File: src/hw/nsc_pkg.sv
// Package for the network statistics counter bank: layout, timing and carriers
package nsc_pkg;

  // ****************************************************************
  // Bank layout
  // ****************************************************************
  localparam int          NUM_SLOTS = 8;
  localparam int          IDX_W     = 3;
  localparam int          CNT_W     = 32;
  localparam int          TDR_W     = 16;
  localparam int          ACC_W     = 8;

  // Slot indices of the statistics array
  localparam logic [2:0]  SLOT_TX_OK    = 3'h0;  // frames_sent_ok_count
  localparam logic [2:0]  SLOT_TX_ABORT = 3'h1;  // frames_aborted_collision_count
  localparam logic [2:0]  SLOT_RSVD     = 3'h2;  // reserved_slot
  localparam logic [2:0]  SLOT_TDR      = 3'h3;  // cable_reflection_delay
  localparam logic [2:0]  SLOT_RX_OK    = 3'h4;  // frames_received_ok_count
  localparam logic [2:0]  SLOT_RX_ALIGN = 3'h5;  // frames_misaligned_count
  localparam logic [2:0]  SLOT_RX_CRC   = 3'h6;  // frames_bad_crc_count
  localparam logic [2:0]  SLOT_RX_LOST  = 3'h7;  // frames_lost_count
  localparam logic [2:0]  SLOT_LAST     = 3'h7;

  // Reset and limit values
  localparam logic [31:0] CNT_RESET = 32'h0000_0000;
  localparam logic [31:0] CNT_MAX   = 32'hFFFF_FFFF;
  localparam logic [15:0] TDR_RESET = 16'h0000;
  localparam logic [15:0] TDR_MAX   = 16'hFFFF;

  // ****************************************************************
  // Timing
  // ****************************************************************
  localparam int          CLK_PERIOD_NS = 40;
  localparam int          TDR_UNIT_NS   = 100;
  localparam logic [7:0]  ACC_STEP      = 8'(CLK_PERIOD_NS);
  localparam logic [7:0]  ACC_WRAP      = 8'(TDR_UNIT_NS);
  localparam logic [7:0]  ACC_RESET     = 8'h00;

  // ****************************************************************
  // Carriers
  // ****************************************************************
  // One-cycle event strobes from the transmit and receive engines
  typedef struct packed {
    logic txOk;        // Frame sent, with or without retries
    logic txExcess;    // Transmission abandoned at the sixteenth collision
    logic txStart;     // Transmission begins
    logic collision;   // Collision detected on the current transmission
    logic rxOk;        // Frame received without error
    logic rxAlign;     // Frame length not a whole number of octets
    logic rxCrc;       // Frame failed its CRC check
    logic rxLost;      // Frame dropped, no receive buffer
  } nsc_evt_t;

  // Read or reset call over a contiguous index range
  typedef struct packed {
    logic       valid;
    logic       clear;   // 1: reset the range, 0: read only
    logic [2:0] first;
    logic [2:0] last;
  } nsc_cmd_t;

  // One answer word per object of the range
  typedef struct packed {
    logic        valid;
    logic        last;
    logic        error;
    logic [2:0]  index;
    logic [31:0] data;
  } nsc_rsp_t;

  typedef enum logic [0:0] {
    NSC_IDLE = 1'b0,
    NSC_WALK = 1'b1
  } nsc_state_t;

endpackage : nsc_pkg

File: src/hw/nsc_stats.sv
// Network statistics counter bank with range read and range reset call
`timescale 1ns/100ps

// Overview of operation
// - Event counters saturate at their maximum until that object is reset.
// - Every object answers as 32 bits; unused upper bits read as zero.
// - Objects are indexed from 0; one call covers a contiguous index range.
// - A reset call zeroes each selected object; a read call changes nothing.
// - Device reset clears all objects; otherwise they are never cleared implicitly.
// - Reflection delay counts 100 ns ticks from transmit start to collision.
// - Index 0 counts frames sent successfully, with or without retries.
// - Index 1 counts transmissions abandoned after 16 collisions.
// - Index 2 is reserved; its contents carry no meaning.
// - Index 3 holds 16-bit delay from the last excess-collision transmission.
// - Index 4 counts frames received without any error.
// - Index 5 counts misaligned frames, whether accepted or not.
// - Index 6 counts CRC-failed frames, whether accepted or not.
// - Index 7 counts frames dropped for lack of a receive buffer.
module nsc_stats #(
  parameter int NUM_SLOTS = nsc_pkg::NUM_SLOTS
) (
  // Clock and reset
  input  wire logic              core_clk,
  input  wire logic              rst,
  // Event strobes
  input  wire nsc_pkg::nsc_evt_t evt,
  // Statistics call
  input  wire nsc_pkg::nsc_cmd_t cmd,
  output logic                   cmdReady,
  output nsc_pkg::nsc_rsp_t      rsp
);

  // ****************************************************************
  // Storage and call state
  // ****************************************************************
  logic [31:0]         slot_reg [NUM_SLOTS];
  logic [NUM_SLOTS-1:0] evtVec;
  logic [NUM_SLOTS-1:0] clrHit;
  nsc_pkg::nsc_state_t state_reg;
  logic                clear_reg;
  logic [2:0]          idx_reg;
  logic [2:0]          last_reg;
  logic                cmdReady_reg;
  nsc_pkg::nsc_rsp_t   rsp_reg;
  logic                cmdTake;
  logic                cmdBad;

  // Reflection delay measurement
  logic [7:0]          acc_reg;
  logic [7:0]          accSum;
  logic                tick;
  logic                timing_reg;
  logic [15:0]         delay_reg;
  logic [15:0]         coll_reg;
  logic [15:0]         collNow;

  // ****************************************************************
  // Event routing
  // ****************************************************************
  // Misaligned and CRC strobes count regardless of acceptance options
  always_comb
  begin
    evtVec                        = '0;
    evtVec[nsc_pkg::SLOT_TX_OK]    = evt.txOk;
    evtVec[nsc_pkg::SLOT_TX_ABORT] = evt.txExcess;
    evtVec[nsc_pkg::SLOT_TDR]      = evt.txExcess;
    evtVec[nsc_pkg::SLOT_RX_OK]    = evt.rxOk;
    evtVec[nsc_pkg::SLOT_RX_ALIGN] = evt.rxAlign;
    evtVec[nsc_pkg::SLOT_RX_CRC]   = evt.rxCrc;
    evtVec[nsc_pkg::SLOT_RX_LOST]  = evt.rxLost;
  end

  // Reset call hits one object per cycle while walking
  // zero selected object
  always_comb
  begin
    clrHit = '0;
    if (state_reg == nsc_pkg::NSC_WALK && clear_reg)
    begin
      clrHit[idx_reg] = 1'b1;
    end
  end

  // ****************************************************************
  // 100 ns tick generator
  // ****************************************************************
  // A fractional accumulator keeps the tick exact although the unit is
  // two and a half clock periods; ticks land at 120 ns then 80 ns spacing.
  assign accSum = acc_reg + nsc_pkg::ACC_STEP;
  assign tick   = (accSum >= nsc_pkg::ACC_WRAP);

  // Accumulator restarts with every transmission
  always_ff @(posedge core_clk or posedge rst)
  begin
    if (rst)
      acc_reg <= nsc_pkg::ACC_RESET;
    else if (evt.txStart)
      acc_reg <= nsc_pkg::ACC_RESET;
    else if (tick)
      acc_reg <= 8'(accSum - nsc_pkg::ACC_WRAP);
    else
      acc_reg <= accSum;
  end

  always_ff @(posedge core_clk or posedge rst)
  begin
    if (rst)
    begin
      timing_reg <= 1'b0;
      delay_reg  <= nsc_pkg::TDR_RESET;
    end
    else if (evt.txStart)
    begin
      timing_reg <= 1'b1;
      delay_reg  <= nsc_pkg::TDR_RESET;
    end
    else if (evt.collision)
    begin
      timing_reg <= 1'b0;
    end
    else if (timing_reg && tick && delay_reg != nsc_pkg::TDR_MAX)
    begin
      delay_reg <= delay_reg + 16'h0001;
    end
  end

  // keep delay of most recent collision
  always_ff @(posedge core_clk or posedge rst)
  begin
    if (rst)
      coll_reg <= nsc_pkg::TDR_RESET;
    else if (evt.collision && timing_reg)
      coll_reg <= delay_reg;
  end

  // A collision in the same cycle as the abort still counts as the last one
  assign collNow = (evt.collision && timing_reg) ? delay_reg : coll_reg;

  // ****************************************************************
  // Statistics objects
  // ****************************************************************
  for (genvar i = 0; i < NUM_SLOTS; i++)
  begin : g_slot
    // cleared only by device reset or a reset call
    always_ff @(posedge core_clk or posedge rst)
    begin
      if (rst)
        slot_reg[i] <= nsc_pkg::CNT_RESET;
      else if (clrHit[i])
        slot_reg[i] <= nsc_pkg::CNT_RESET;
      else if (i == int'(nsc_pkg::SLOT_TDR))
      begin
        if (evtVec[i])
          slot_reg[i] <= {16'h0000, collNow};
      end
      else if (evtVec[i] && slot_reg[i] != nsc_pkg::CNT_MAX)
        slot_reg[i] <= slot_reg[i] + 32'h0000_0001;
    end
  end

  // ****************************************************************
  // Statistics call sequencer
  // ****************************************************************
  // range must be ordered and inside the array
  assign cmdBad  = (cmd.first > cmd.last) ||
                   ({29'h0, cmd.last} > 32'(NUM_SLOTS - 1));
  assign cmdTake = cmd.valid && cmdReady_reg;

  // walk the range one object per cycle
  always_ff @(posedge core_clk or posedge rst)
  begin
    if (rst)
    begin
      state_reg <= nsc_pkg::NSC_IDLE;
      clear_reg <= 1'b0;
      idx_reg   <= nsc_pkg::SLOT_TX_OK;
      last_reg  <= nsc_pkg::SLOT_TX_OK;
    end
    else
    begin
      case (state_reg)
        nsc_pkg::NSC_IDLE:
        begin
          if (cmdTake && !cmdBad)
          begin
            state_reg <= nsc_pkg::NSC_WALK;
            clear_reg <= cmd.clear;
            idx_reg   <= cmd.first;
            last_reg  <= cmd.last;
          end
        end
        nsc_pkg::NSC_WALK:
        begin
          if (idx_reg == last_reg)
          begin
            state_reg <= nsc_pkg::NSC_IDLE;
            clear_reg <= 1'b0;
          end
          else
            idx_reg <= idx_reg + 3'h1;
        end
        default:
          state_reg <= nsc_pkg::NSC_IDLE;
      endcase
    end
  end

  // Ready drops the cycle a good-range call is taken and returns with its last word
  always_ff @(posedge core_clk or posedge rst)
  begin
    if (rst)
      cmdReady_reg <= 1'b0;
    else if (cmdTake && !cmdBad)
      cmdReady_reg <= 1'b0;
    else if (state_reg == nsc_pkg::NSC_WALK && idx_reg != last_reg)
      cmdReady_reg <= 1'b0;
    else
      cmdReady_reg <= 1'b1;
  end

  // answer word, value before any clear
  always_ff @(posedge core_clk or posedge rst)
  begin
    if (rst)
      rsp_reg <= '0;
    else if (state_reg == nsc_pkg::NSC_WALK)
    begin
      rsp_reg.valid <= 1'b1;
      rsp_reg.last  <= (idx_reg == last_reg);
      rsp_reg.error <= 1'b0;
      rsp_reg.index <= idx_reg;
      rsp_reg.data  <= (idx_reg == nsc_pkg::SLOT_RSVD) ? nsc_pkg::CNT_RESET
                                                      : slot_reg[idx_reg];
    end
    else if (cmdTake && cmdBad)
    begin
      // Bad range answers once and touches nothing
      rsp_reg.valid <= 1'b1;
      rsp_reg.last  <= 1'b1;
      rsp_reg.error <= 1'b1;
      rsp_reg.index <= cmd.first;
      rsp_reg.data  <= nsc_pkg::CNT_RESET;
    end
    else
      rsp_reg <= '0;
  end

  assign cmdReady = cmdReady_reg;
  assign rsp      = rsp_reg;

  // ****************************************************************
  // Checks
  // ****************************************************************
  // Saturation instead of wrap: a counter only falls through a reset call
  a_sat_hold: assert property (@(posedge core_clk) disable iff (rst)
    !clrHit[0] |=> slot_reg[0] >= $past(slot_reg[0]))
    else $error("sent counter wrapped");

  a_txok_count: assert property (@(posedge core_clk) disable iff (rst)
    evt.txOk && !clrHit[0] && slot_reg[0] != nsc_pkg::CNT_MAX
    |=> slot_reg[0] == $past(slot_reg[0]) + 32'h0000_0001)
    else $error("sent counter missed a frame");

  a_abort_count: assert property (@(posedge core_clk) disable iff (rst)
    evt.txExcess && !clrHit[1] && slot_reg[1] != nsc_pkg::CNT_MAX
    |=> slot_reg[1] == $past(slot_reg[1]) + 32'h0000_0001)
    else $error("abort counter missed an abort");

  a_clear_wins: assert property (@(posedge core_clk) disable iff (rst)
    state_reg == nsc_pkg::NSC_WALK && clear_reg
    |=> slot_reg[$past(idx_reg)] == nsc_pkg::CNT_RESET)
    else $error("reset call did not zero the object");

  a_read_keeps: assert property (@(posedge core_clk) disable iff (rst)
    state_reg == nsc_pkg::NSC_WALK && !clear_reg && !evtVec[idx_reg]
    |=> slot_reg[$past(idx_reg)] == $past(slot_reg[idx_reg]))
    else $error("read call changed an object");

  a_rsvd_zero: assert property (@(posedge core_clk) disable iff (rst)
    rsp_reg.valid && rsp_reg.index == nsc_pkg::SLOT_RSVD |-> rsp_reg.data == 32'h0)
    else $error("reserved slot answered nonzero");

  a_tdr_capture: assert property (@(posedge core_clk) disable iff (rst)
    evt.txExcess && !clrHit[3] |=> slot_reg[3] == {16'h0000, $past(collNow)})
    else $error("reflection delay not captured");

  a_tick_spacing: assert property (@(posedge core_clk) disable iff (rst)
    evt.txStart ##1 (!evt.txStart && !evt.collision)[*3] |=> delay_reg == 16'h0001)
    else $error("delay tick off pace");

  a_range_walk: assert property (@(posedge core_clk) disable iff (rst)
    cmdTake && !cmdBad |=> ##1 rsp_reg.valid && rsp_reg.index == $past(cmd.first, 2))
    else $error("range walk did not start at first index");

  a_crc_count: assert property (@(posedge core_clk) disable iff (rst)
    evt.rxCrc && !clrHit[6] && slot_reg[6] != nsc_pkg::CNT_MAX
    |=> slot_reg[6] == $past(slot_reg[6]) + 32'h0000_0001)
    else $error("CRC counter missed a frame");

  a_lost_count: assert property (@(posedge core_clk) disable iff (rst)
    evt.rxLost && !clrHit[7] && slot_reg[7] != nsc_pkg::CNT_MAX
    |=> slot_reg[7] == $past(slot_reg[7]) + 32'h0000_0001)
    else $error("lost counter missed a frame");

  a_rxok_count: assert property (@(posedge core_clk) disable iff (rst)
    evt.rxOk && !clrHit[4] && slot_reg[4] != nsc_pkg::CNT_MAX
    |=> slot_reg[4] == $past(slot_reg[4]) + 32'h0000_0001)
    else $error("receive counter missed a frame");

  a_align_count: assert property (@(posedge core_clk) disable iff (rst)
    evt.rxAlign && !clrHit[5] && slot_reg[5] != nsc_pkg::CNT_MAX
    |=> slot_reg[5] == $past(slot_reg[5]) + 32'h0000_0001)
    else $error("alignment counter missed a frame");

  a_tdr_upper: assert property (@(posedge core_clk) disable iff (rst)
    rsp_reg.valid && rsp_reg.index == nsc_pkg::SLOT_TDR |-> rsp_reg.data[31:16] == 16'h0000)
    else $error("delay word upper half not zero");

  a_ready_walk: assert property (@(posedge core_clk) disable iff (rst)
    state_reg == nsc_pkg::NSC_WALK |-> !cmdReady_reg)
    else $error("ready high while walking");

  a_bad_range: assert property (@(posedge core_clk) disable iff (rst)
    cmdTake && cmdBad
    |=> rsp_reg.valid && rsp_reg.error && rsp_reg.last && state_reg == nsc_pkg::NSC_IDLE)
    else $error("bad range not refused");

  a_walk_step: assert property (@(posedge core_clk) disable iff (rst)
    state_reg == nsc_pkg::NSC_WALK && $past(state_reg) == nsc_pkg::NSC_WALK
    |-> idx_reg == $past(idx_reg) + 3'h1)
    else $error("range walk skipped an index");

endmodule : nsc_stats

File: config.mk
export PLATFORM = sky130hd
export DESIGN_NAME = nsc_stats
export DESIGN_NICKNAME = d
export VERILOG_FILES = /design/src/hw/nsc_pkg.sv /design/src/hw/nsc_stats.sv
export SDC_FILE = /design/constraint.sdc
export NUM_CORES = 1
export LEC_CHECK = 0
export BUFFER_PORTS_ARGS = -buffer_cell sky130_fd_sc_hd__buf_2
export CAP_MARGIN = 20
export CORE_UTILIZATION = 63
export DETAILED_ROUTE_END_ITERATION = 7
export PLACE_DENSITY = 0.92
export SKIP_LAST_GASP = 1
export SLEW_MARGIN = 20
export SYNTH_ARGS = -nofsm -noshare
export SYNTH_HDL_FRONTEND = slang
export SYNTH_SLANG_ARGS = --single-unit
File: constraint.sdc
create_clock -name core_clk -period 9.65 [get_ports core_clk]
set_clock_uncertainty 0.05 [all_clocks]
set_input_delay 0 -clock core_clk [delete_from_list [all_inputs] [get_ports core_clk]]
set_output_delay 0 -clock core_clk [all_outputs]
set_load 0.01 [all_outputs]
After elaboration in Yosys (flattened, before gate mapping)

Cells that the tools add are included.

Add/sub/neg operators: 10
$lt $le $gt $ge: 5
Equality and inequality tests: 14
Muxes and demuxes: 42
Bitwise logic cells: 2
Reduce and logical (&&, ||, !) cells: 29

Operators with widths:

| operator              | count |
|---|---|
| $mux 32               | 17 |
| $add 32x1->32 const B | 6 |
| $ne 32x32->1 const B  | 6 |
| $bmux 32 s3           | 1 |
| $mux 38               | 2 |
| $mux 16               | 4 |
| $mux 8                | 3 |
| $reduce_bool 2->1     | 9 |
| $add 16x1->16 const B | 1 |
| $ne 16x16->1 const B  | 1 |
| $logic_and 1x1->1     | 15 |
| $mux 1                | 9 |
| $add 8x6->8 const B   | 1 |
| $ge 8x7->1 const B    | 1 |
| $reduce_and 2->1      | 4 |
| $sub 8x7->8 const B   | 1 |
| $mux 3                | 2 |
| $pmux 3 s2            | 1 |
| $ge 4x4->1 const B    | 1 |
| $lt 3x4->1 const B    | 1 |
| $ne 2x1->1 const B    | 2 |
| $ne 2x2->1 const B    | 2 |
| $not 3->4             | 1 |
| $pmux 1 s2            | 2 |
| 9 further kinds       | 9 |

Register bits after elaboration: 312
Input port bits: 18
Output and inout port bits: 39
Word-level logic and storage cells: 123

Logic depth before layout (Yosys ltp)

Gate-level depths: netlist of the first run.

Depth in word-level cells: 7
Gate-level depth with buffers: 10
Gate-level depth less buffers: 8

Worst setup path before layout of the first run

Ideal clock, no wire load.

Path kind: register to register
Start: reg acc_reg[3]
End: reg delay_reg[1]
Library setup time: 78 ps
Data arrival time: 2,338 ps
Data required time: 9,522 ps
Setup slack: 7,184 ps
Stages on the path, launching flop included: 10
Path buffers: 2
Period minus slack after synthesis: 2,466 ps
Cells stage by stage: dfrtp_1 -> ha_1 -> nor3b_2 -> o22ai_1 -> a221oi_1 -> and2_1 -> buf_2 -> buf_2 -> o21ai_0 -> a21oi_1

Longest elaborated chain between the ends: 6

Ends and longest elaborated chain:

| element                        | RTL line         | source |
|---|---|---|
| from (decl)                    | nsc_stats.sv:49  | `logic [7:0] acc_reg;` |
| from (signal assigned)         | nsc_stats.sv:96  | `acc_reg <= nsc_pkg::ACC_RESET;` |
| from (signal assigned)         | nsc_stats.sv:98  | `acc_reg <= nsc_pkg::ACC_RESET;` |
| from (signal assigned)         | nsc_stats.sv:100 | `acc_reg <= 8'(accSum - nsc_pkg::ACC_WRAP);` |
| $add 8x6->8                    | nsc_stats.sv:89  | `assign accSum = acc_reg + nsc_pkg::ACC_STEP;` |
| $ge 8x7->1                     | nsc_stats.sv:90  | `assign tick = (accSum >= nsc_pkg::ACC_WRAP);` |
| $logic_and 1x1->1 (2 in a row) | nsc_stats.sv:121 | `else if (timing_reg && tick && delay_reg != nsc_pkg::TDR_MAX)` |
| $reduce_bool 2->1 (no line)    | --               |  |
| $reduce_and 2->1 (no line)     | --               |  |
| to (signal assigned)           | nsc_stats.sv:110 | `delay_reg <= nsc_pkg::TDR_RESET;` |
| to (signal assigned)           | nsc_stats.sv:115 | `delay_reg <= nsc_pkg::TDR_RESET;` |
| to (signal assigned)           | nsc_stats.sv:123 | `delay_reg <= delay_reg + 16'h0001;` |
| to (decl)                      | nsc_stats.sv:53  | `logic [15:0] delay_reg;` |

Every way passes these cells.
A chain may end at the register's enable or synchronous reset.

Worst setup path in the final report of the first run

Start: reg acc_reg[3]
End: reg delay_reg[2]

The elaborated chain is that of the path after synthesis.

==> impl.org, run 1 <==
** Critical path
- For the worst setup path, the data arrival time is 3.69 ns.
- Cell type of the slowest stage on the worst timing path :: sky130_fd_sc_hd__and2_1
- Beginning of the worst register-to-register path :: acc_reg[3]$_DFF_PP0_
- Biggest fanout along the worst timing path :: 32
- Type of element launching the critical path :: flip-flop
- Category of the worst setup path capture point :: flip-flop
- CP Class :: reg2reg
- The critical path goes through ha_1, nor3b_2, o22ai_1, a221oi_1, and2_1, nor3b_1, mux2_2.
- The critical path starts at acc_reg[3]$_DFF_PP0_.
- The largest single stage delay on the critical path is 0.92 ns.
- Data on the critical path is required at its endpoint by 10.05 ns.

** Power
- Combinational cells account for 26.2% of the total power.
- Leakage power figure :: 7.57 nW
- IR analysis of the VDD net gives a maximum drop of 0.215 mV.
- Power density cells :: 220 nW/µm²
- Of the total power, registers draw 43.2%.
- Int Pwr :: approximately 2.5 mW
- In this run switching power makes up a little over a third of total power.
- Part of the power in the clock network :: between 30 and 40%
- Psw :: 1.42 mW

** Synthesis
- Measured against the total synthesized area, the mux share comes to 7.92%.
- In this run, distinct cell masters in the synthesized netlist total 74.
- Fraction of registers with async set or reset after synthesis :: 100%
- After Yosys synthesis, full adders, half adders and majority gates account for between 1 and 1.5% of the synthesized area.
- Syn Area/Cell :: 9.49 µm²
- Area fraction in and, or, nand and nor cells after synthesis :: 24.2%
- Most common flop cell mapped by yosys :: sky130_fd_sc_hd__dfrtp_1
- Combinational family with the most area after synthesis :: simple AND/OR/NAND/NOR gates
- Number of warnings issued by yosys :: 0
- Sequential fraction of the synthesis area :: 45.5%
- Xor-xnor portion of the synthesized cell area :: 7.53%
- After synthesis the cells add up to between 15,000 and 20,000 µm².
- Counting flops with a built-in enable in the synthesized netlist gives 0.
- Post-synthesis instance total :: 1,703
- Summing the areas of all compound-gate instances in the mapped netlist gives between 10% and 20% of the synthesized area.
- The synthesized design contains 294 register bits.
- Post-Synthesis Net Count :: 1,737

** Routing
- Iteration-0 DRC Markers :: 2,066
- DRC errors left :: 0
- After detailed routing, the total wire length is about 43,000 µm.
- After detailed routing, the average wire length per cell comes to 20.6 µm.
- Number of iterations in the first detailed-routing pass :: 6
- For this block, the via count after detailed routing is between 10,000 and 15,000.
- Vias per Instance :: 6.74
- In this run the remaining antenna-violating nets after routing total 0.

** Placement
- Timing analysis after detailed placement gives a worst setup slack of 6.44 ns.
- Routability-driven placement finished with a final weighted congestion of 0.952.
- Port buffering added 56 buffers.
- HPWL after DPL :: 28,100 µm
- In this run, placement finished with an instance count of a little over 2,000.

** Global routing
- The global routing stage identified its most utilized layer as met2.
- Largest net degree at the start of global routing :: approximately 140
- Initial antenna violation count :: 1
- Met3 layer usage reported by global route :: 6.82%
- Wire length of the first global-routing pass :: 69,400 µm
- The number of global-route vias before repair was 13,300.
- Global routing consumed, over all layers together, about 33% of the routing resources.
- Overall overflow remaining after global route :: 0
- Global routing met2 resource utilization :: between 50% and 60%
- Met1 track demand over resource :: around 44%

** Clock tree
- The later pin in the worst-skew pair is clocked with a latency of 0.57 ns.
- Buffers inserted during clock tree synthesis total 31.
- After clock tree synthesis, the clock-pin slew on the worst setup and hold paths is about 0.070 ns.
- Buffers added to address setup during post-CTS repair amount to 0.
- CTS sink count :: 294
- TritonCTS built the clock tree.
- The clock passes through at most 3 buffers.
- In this run the number of H-tree levels came out at 1.
- The tree is rooted in a sky130_fd_sc_hd__clkbuf_16.

** Final layout
- After the last flow step, the layout net total stands at 1,768.
- Post-Route Utilization :: slightly above 70%
- The area growth from synthesis to layout is 10.4%.
- 0 antenna diodes ended up in the layout.
- Cell Count, Final, Fillers Out :: 2,083
- Fraction of layout instances using a drive strength above 1 :: 10.8%
- Summing all multi-input logic gate instances after layout gives 8350 µm².
- Summing all flip-flop and latch instances after layout gives 7360 µm².
- Flip-flop count of the largest register after layout :: 208
- Fillers :: approximately 1,600

** Timing
- Measured against its own limit, the worst slew margin works out to 26.9%.
- FMAX :: 0.304 GHz
- Final slew viol count :: 0
- Setup Total Neg Slack :: 0 ns
- Pin slew with the least headroom to its limit :: between 1 and 1.5 ns
- RSZ-0062 raised after global routing :: no
- The final critical path takes up 34.1% of the cycle.
- After layout, the worst setup slack is 6.36 ns.
- Worst Hold Slack :: 0.135 ns
- The final hold violation count came to 0.
- Minimum period implied by the final worst setup slack :: 3.29 ns
- Setup violations remaining at the end of the flow were counted as 0.

** Floorplanning
- Ports :: 57
- Core Region :: ~25,000 µm²
- The floorplan step defined a die boundary enclosing ~26,000 µm².
- Number of core rows :: 58
- The die is 162 µm wide.
- The die is 162 µm tall.
- Starting density of the core :: 64.2%

** Status
- Run status :: finished clean

** Min path
- In this run the worst hold path is classified as in2async.

** Job
- The tool flagged a number of max-cap violations equal to 0.
-- stage by stage --
step                instance area (µm²)  power [mW]
global placement                  16600        2.63
global route                      17800        4.10
finish                            17800        3.93
floorplan                         16200        2.36
detailed placement                16600        2.69
CTS                               17800        3.90
-- worst paths after layout --
kind / to / slack, ns / cells past startpoint
setup reg to reg: delay_reg[2]$_DFFE_PP0P_ / 6.36 / 7
hold reg to reg: coll_reg[2]$_DFF_PP0_ / 0.45 / 1
max in group asynchronous: slot_reg[120]$_DFFE_PP0P_ / 7.86 / 4
hold / removal: slot_reg[141]$_DFFE_PP0P_ / 0.13 / 3
setup / recovery: delay_reg[2]$_DFFE_PP0P_ / 6.36 / 7
min in group core_clk: last_reg[2]$_DFFE_PP0P_ / 0.19 / 3
-- cells in the mapped netlist, types with 3 or more instances --
cell,n,area [µm²]
sky130_fd_sc_hd__o21ai_0,73,365
sky130_fd_sc_hd__xnor2_1,84,736
sky130_fd_sc_hd__nor4_1,19,119
sky130_fd_sc_hd__nand2b_1,6,37.5
sky130_fd_sc_hd__mux2i_1,69,691
sky130_fd_sc_hd__nor3b_1,8,60.1
sky130_fd_sc_hd__nand2_1,81,304
sky130_fd_sc_hd__or4_1,19,143
sky130_fd_sc_hd__o31ai_1,13,97.6
sky130_fd_sc_hd__a41oi_1,3,26.3
sky130_fd_sc_hd__and3_1,30,188
sky130_fd_sc_hd__buf_2,9,45.0
sky130_fd_sc_hd__mux4_2,15,338
sky130_fd_sc_hd__o211ai_1,17,128
sky130_fd_sc_hd__dfrtp_1,294,7360
sky130_fd_sc_hd__nor2b_1,10,62.6
sky130_fd_sc_hd__or2_2,7,43.8
sky130_fd_sc_hd__o31a_1,3,26.3
sky130_fd_sc_hd__mux2_2,20,225
sky130_fd_sc_hd__xor2_1,55,482
sky130_fd_sc_hd__a211oi_1,19,143
sky130_fd_sc_hd__or3_1,46,288
sky130_fd_sc_hd__a21oi_1,64,320
sky130_fd_sc_hd__nor2_1,259,972
sky130_fd_sc_hd__o22ai_1,3,18.8
sky130_fd_sc_hd__and2_1,15,93.8
sky130_fd_sc_hd__and4_1,20,175
sky130_fd_sc_hd__ha_1,16,200
sky130_fd_sc_hd__buf_1,11,41.3
sky130_fd_sc_hd__inv_1,35,131
sky130_fd_sc_hd__clkbuf_1,66,248
sky130_fd_sc_hd__nand4_1,63,394
sky130_fd_sc_hd__nor3_1,62,310
sky130_fd_sc_hd__a311oi_1,17,149
sky130_fd_sc_hd__nand3_1,101,505
sky130_fd_sc_hd__a31oi_1,24,150
-- logic make-up after synthesis --
group	count (synthesis)
simple gates	764
flops	294
compound gates	261
xor+xnor	139
buf+inv	124
mux	105
fa+ha+maj	16
-- metal layers --
metal	share of wire, %	up-vias
li1	-	6224
met1	39	6765
met2	47	893
met3	10	163
met4	4.3	0
met5	0	-
-- placed cells by master, fill, tap and decap left out, types with 4 or more instances in the layout --
cell type,synthesis,final
sky130_fd_sc_hd__clkbuf_1,66,4
sky130_fd_sc_hd__a31oi_1,24,24
sky130_fd_sc_hd__nor2b_1,10,10
sky130_fd_sc_hd__o211ai_1,17,17
sky130_fd_sc_hd__clkbuf_8,0,6
sky130_fd_sc_hd__nand3_1,101,101
sky130_fd_sc_hd__nand4_1,63,63
sky130_fd_sc_hd__xnor2_1,84,84
sky130_fd_sc_hd__dlygate4sd3_1,0,19
sky130_fd_sc_hd__xor2_1,55,55
sky130_fd_sc_hd__a311oi_1,17,17
sky130_fd_sc_hd__nor3_2,2,4
sky130_fd_sc_hd__or4_1,19,19
sky130_fd_sc_hd__dfrtp_1,294,292
sky130_fd_sc_hd__nand2b_1,6,6
sky130_fd_sc_hd__ha_1,16,16
sky130_fd_sc_hd__mux2_2,20,20
sky130_fd_sc_hd__buf_2,9,56
sky130_fd_sc_hd__clkbuf_16,0,31
sky130_fd_sc_hd__or3_1,46,46
sky130_fd_sc_hd__and2_1,15,15
sky130_fd_sc_hd__a211oi_1,19,19
sky130_fd_sc_hd__o31ai_1,13,13
sky130_fd_sc_hd__nor3_1,62,60
sky130_fd_sc_hd__or2_2,7,7
sky130_fd_sc_hd__clkinv_2,0,6
sky130_fd_sc_hd__inv_1,35,34
sky130_fd_sc_hd__a21oi_1,64,64
sky130_fd_sc_hd__nand2_1,81,81
sky130_fd_sc_hd__and3_1,30,30
sky130_fd_sc_hd__o21ai_0,73,73
sky130_fd_sc_hd__mux2i_1,69,69
sky130_fd_sc_hd__nor4_1,19,19
sky130_fd_sc_hd__nor2_1,259,256
sky130_fd_sc_hd__and4_1,20,20
sky130_fd_sc_hd__nor3b_1,8,7
sky130_fd_sc_hd__mux4_2,15,15
sky130_fd_sc_hd__buf_4,0,10
-- critical path, delay by kind of cell, from the launching register on --
family	cells	cell delay, ns
fa+ha+maj	1	0.38
compound gates	2	0.64
simple gates	3	1.29
mux	1	0.32
flops	1	0.48
-- power by group through the flow --
stage / Clock [mW] / Sequential, mW / Combinational, mW
detailed placement: 0 / 1.70 / 0.985
global placement: 0 / 1.69 / 0.938
floorplan: 0 / 1.57 / 0.790
finish: 1.20 / 1.70 / 1.03
global route: 1.26 / 1.72 / 1.12
CTS: 1.21 / 1.69 / 1.01
-- area by class of cell --
class                   count  area share (%)
clock buffers              41            4.90
clock inverters            11           0.758
inverters                  36           0.800
multi-input cells        1285            46.8
flip-flops and latches    294            41.3
well taps                 330            2.31
repair buffers             86            3.12
-- timing repair --
item	CTS	global route
resized for setup	0	0
hold endpoints to repair	224	0
hold buffers	19	0
Power figures use the tool's default switching activity.
==> inputs of run 2 (changes only) <==
- CORE_UTILIZATION: 63 -> 57
- PLACE_DENSITY: 0.92 -> 0.88
- clock period: 9.65 -> 2.9 ns (I/O delays scaled with it)
==> run 2 against run 1 <==
Global-route usage is 3.0 points lower. Die area is 10% higher. Final area is 1.9% higher. Flip-flop and latch count stayed put. Sequential share of layout area is 0.76 points lower. Maximum frequency is 25% higher. Non-clock buffer count is 21 higher. Via count is 0.40% lower. Largest power group unchanged. Total power grew to 3.4 times the previous value. Setup slack worse by 6.1 ns. Utilization is 5.6 points lower.
==> impl.org, run 2 (synthesis gave the netlist of run 1 again) <==
** Final layout
- Flip-flop count of the largest register after layout :: 208 (unchanged)
- Most common library cell in the layout ignoring fill and taps :: sky130_fd_sc_hd__dfrtp_1 (unchanged)
- Fraction of layout instances using a drive strength above 1 :: 11.8% (was 10.8%)
- Final nets :: 1,789 (was 1,768)
- Post-Route Utilization :: 65.2% (was 70.8%)
- Leading cell types in the layout, fill and taps excluded: sky130_fd_sc_hd__dfrtp_1, sky130_fd_sc_hd__nor2_1, sky130_fd_sc_hd__nand3_1, sky130_fd_sc_hd__xnor2_1, sky130_fd_sc_hd__nand2_1 (unchanged).
- The number of fill cells came to 2,040 (was 1,616).
- Synth-to-layout area growth :: 12.4% (was 10.4%)

** Global routing
- The combined global-route utilization of all metal layers came to 30.0% (was 33.0%).
- Overall overflow remaining after global route :: 0 (unchanged)
- The number of antenna violations at the first check in global routing is 3 (was 1).
- Number of global-route vias before repair :: 13,500 (was 13,300)
- The first-pass GRT wire length was 69,500 µm (was 69,400 µm).
- The maximum number of pins on one net before global-route repair is 84 (was 135).

** Clock tree
- Count of H-tree levels built during CTS :: 1 (unchanged)
- CTS tree :: done (unchanged)
- Maximum clock path buffer count :: 3 (unchanged)
- The total CTS buffers was 31 (unchanged).
- The clock root buffer master was sky130_fd_sc_hd__clkbuf_16 (unchanged).
- The CTS sink count is 294 (unchanged).
- Latest clock arrival within the worst-skew pair :: 0.57 ns (about the same)
- The clock input transition at the sequential cells of the worst setup and hold paths is 0.06 ns (was 0.07 ns).

** Power
- Max IR drop VDD :: 0.467 mV (was 0.215 mV)
- Leakage power figure :: 7.71 nW (was 7.57 nW)
- The areal power density over the cells came to 732 nW/µm² (was 220 nW/µm²).
- Final Total Pwr :: 13.3 mW (was 3.93 mW)

** Routing
- The routed wire length on met3 is 3630 µm (was 4280 µm).
- Met2 routed WL :: 20,200 µm (was 20,000 µm)
- The top layer reached by signal wires was met5 (was met4).
- The number of nets with antenna violations after routing is 0 (unchanged).
- The number of detailed-route iterations in the first pass is 6 (unchanged).
- Iteration-0 DRC Markers :: 1,672 (was 2,066)
- DRC errors left :: 0 (unchanged)
- Vias per Instance :: 6.49 (was 6.74)
- The post-detailed-routing wire length came to 42,700 µm (was 42,900 µm).
- Routed length on met1 :: 17,300 µm (was 16,800 µm)
- Via count :: 14,000 (about the same)
- DR WL/cell :: 19.8 µm (was 20.6 µm)

** Placement
- Number of I/O port buffers :: 56 (unchanged)
- The placer's final routability congestion estimate was 0.945 (was 0.952).
- HPWL after DPL :: 28,600 µm (was 28,100 µm)

** Critical path
- Required time of the critical path :: 3.34 ns (was 10.05 ns)
- The type of the worst setup path is reg2reg (unchanged).
- Category of the worst setup path capture point :: flip-flop (unchanged)
- Biggest fanout along the worst timing path :: 16 (was 32)
- The element type at the critical path start is a flip-flop (unchanged).
- The internal reg-to-reg setup slack is 0.27 ns (was 6.36 ns).
- Crit path DAT :: 3.07 ns (was 3.69 ns)

** Timing
- The worst slew slack as a fraction of its limit was 47.5% (was 26.9%).
- Pin slew with the least headroom to its limit :: 0.776 ns (was 1.09 ns)
- RSZ-0062 raised after global routing: no (unchanged).
- Final slew viol count :: 0 (unchanged)
- Minimum period implied by the final worst setup slack :: 2.63 ns (was 3.29 ns)
- The number of setup violations in the final report is 0 (unchanged).
- The final hold violation count is 0 (unchanged).
- The fraction of the cycle the final worst path needs is 90.8% (was 34.1%).
- The timing-limited maximum frequency was 0.380 GHz (was 0.304 GHz).

** Min path
- Worst hold path class :: in2async (unchanged)

** Floorplanning
- Starting density of the core :: 58.0% (was 64.2%)
- Core Region :: 27,900 µm² (was 25,200 µm²)
- Die extent in x :: 170 µm (was 162 µm)
- The number of core rows is 61 (was 58).
- Overall die height :: 170 µm (was 162 µm)
- The number of primary I/O pins is 57 (unchanged).
- The overall die area is 29,000 µm² (was 26,300 µm²).

** Job
- Number of violations of the max-capacitance limit :: 0 (unchanged)

** Status
- Run status :: finished clean (unchanged)
==> run 2: layer usage <==
metal  GRT usage, %  up-vias
li1               -     6269
met1           39.7     6881
met2           49.1      704
met3           5.30      133
met4           11.5        2
met5              0        -
==> run 2: worst paths after layout <==
kind                       depth (start not counted)                   endpoint                  start
hold / removal                                     3   slot_reg[83]$_DFFE_PP0P_                    rst
hold reg to reg                                    1      coll_reg[6]$_DFF_PP0_  coll_reg[6]$_DFF_PP0_
min in group core_clk                              3    last_reg[1]$_DFFE_PP0P_                 cmd[1]
setup / recovery                                   8  delay_reg[11]$_DFFE_PP0P_   acc_reg[3]$_DFF_PP0_
setup reg to reg                                   8  delay_reg[11]$_DFFE_PP0P_   acc_reg[3]$_DFF_PP0_
max in group asynchronous                          5   slot_reg[32]$_DFFE_PP0P_                    rst
==> run 2: final cells by class <==
| type | instances | area, µm² | area share (%) |
|---|---|---|---|
| Timing Repair Buffer | 107 | 801 | 4.41 |
| Antenna cell | 1 | 2.50 | 0.0138 |
| Clock inverter | 12 | 166 | 0.916 |
| Tap cell | 378 | 473 | 2.60 |
| Multi-Input combinational cell | 1285 | 8350 | 46.0 |
| Clock buffer | 44 | 875 | 4.81 |
| Inverter | 36 | 139 | 0.764 |
| Sequential cell | 294 | 7360 | 40.5 |
==> run 2: power breakdown <==
part           leakage (nW)  switching [mW]  internal (mW)
registers              3.98           0.795           4.68
clock network         0.512            1.67           2.44
logic                  3.22            2.25           1.47
total                  7.71            4.71           8.58
==> run 2: worst max-delay path, cell delays in order (launching register included) <==
cell and delay (ns):
sky130_fd_sc_hd__dfrtp_1 0.47, sky130_fd_sc_hd__ha_1 0.32, sky130_fd_sc_hd__a211o_1 0.30, sky130_fd_sc_hd__o22ai_1 0.11, sky130_fd_sc_hd__a221oi_1 0.14, sky130_fd_sc_hd__and2_4 0.26
sky130_fd_sc_hd__buf_4 0.18, sky130_fd_sc_hd__or4_1 0.55, sky130_fd_sc_hd__a21oi_1 0.19
==> run 2: stage by stage <==
step                      setup slack (ns)  hold WS [ns]  std cells  TNS (ns)  instance area, µm²
after floorplan                      -1.05        0.0162       1703   -309.62               16200
after global placement               0.269        0.0891       2080         0               16900
after detailed placement            0.0919        0.0903       2080         0               16900
after CTS                           0.0320        0.0388       2156         0               18200
after global routing                0.0933        0.0865       2156         0               18200
final                                0.267        0.0301       2157         0               18200
==> run 2: what timing repair did <==
action	CTS	global route
hold buffers	20	0
gates resized for setup	0	2
setup endpoints to repair	0	17
hold endpoints to repair	142	0
setup buffers	0	0
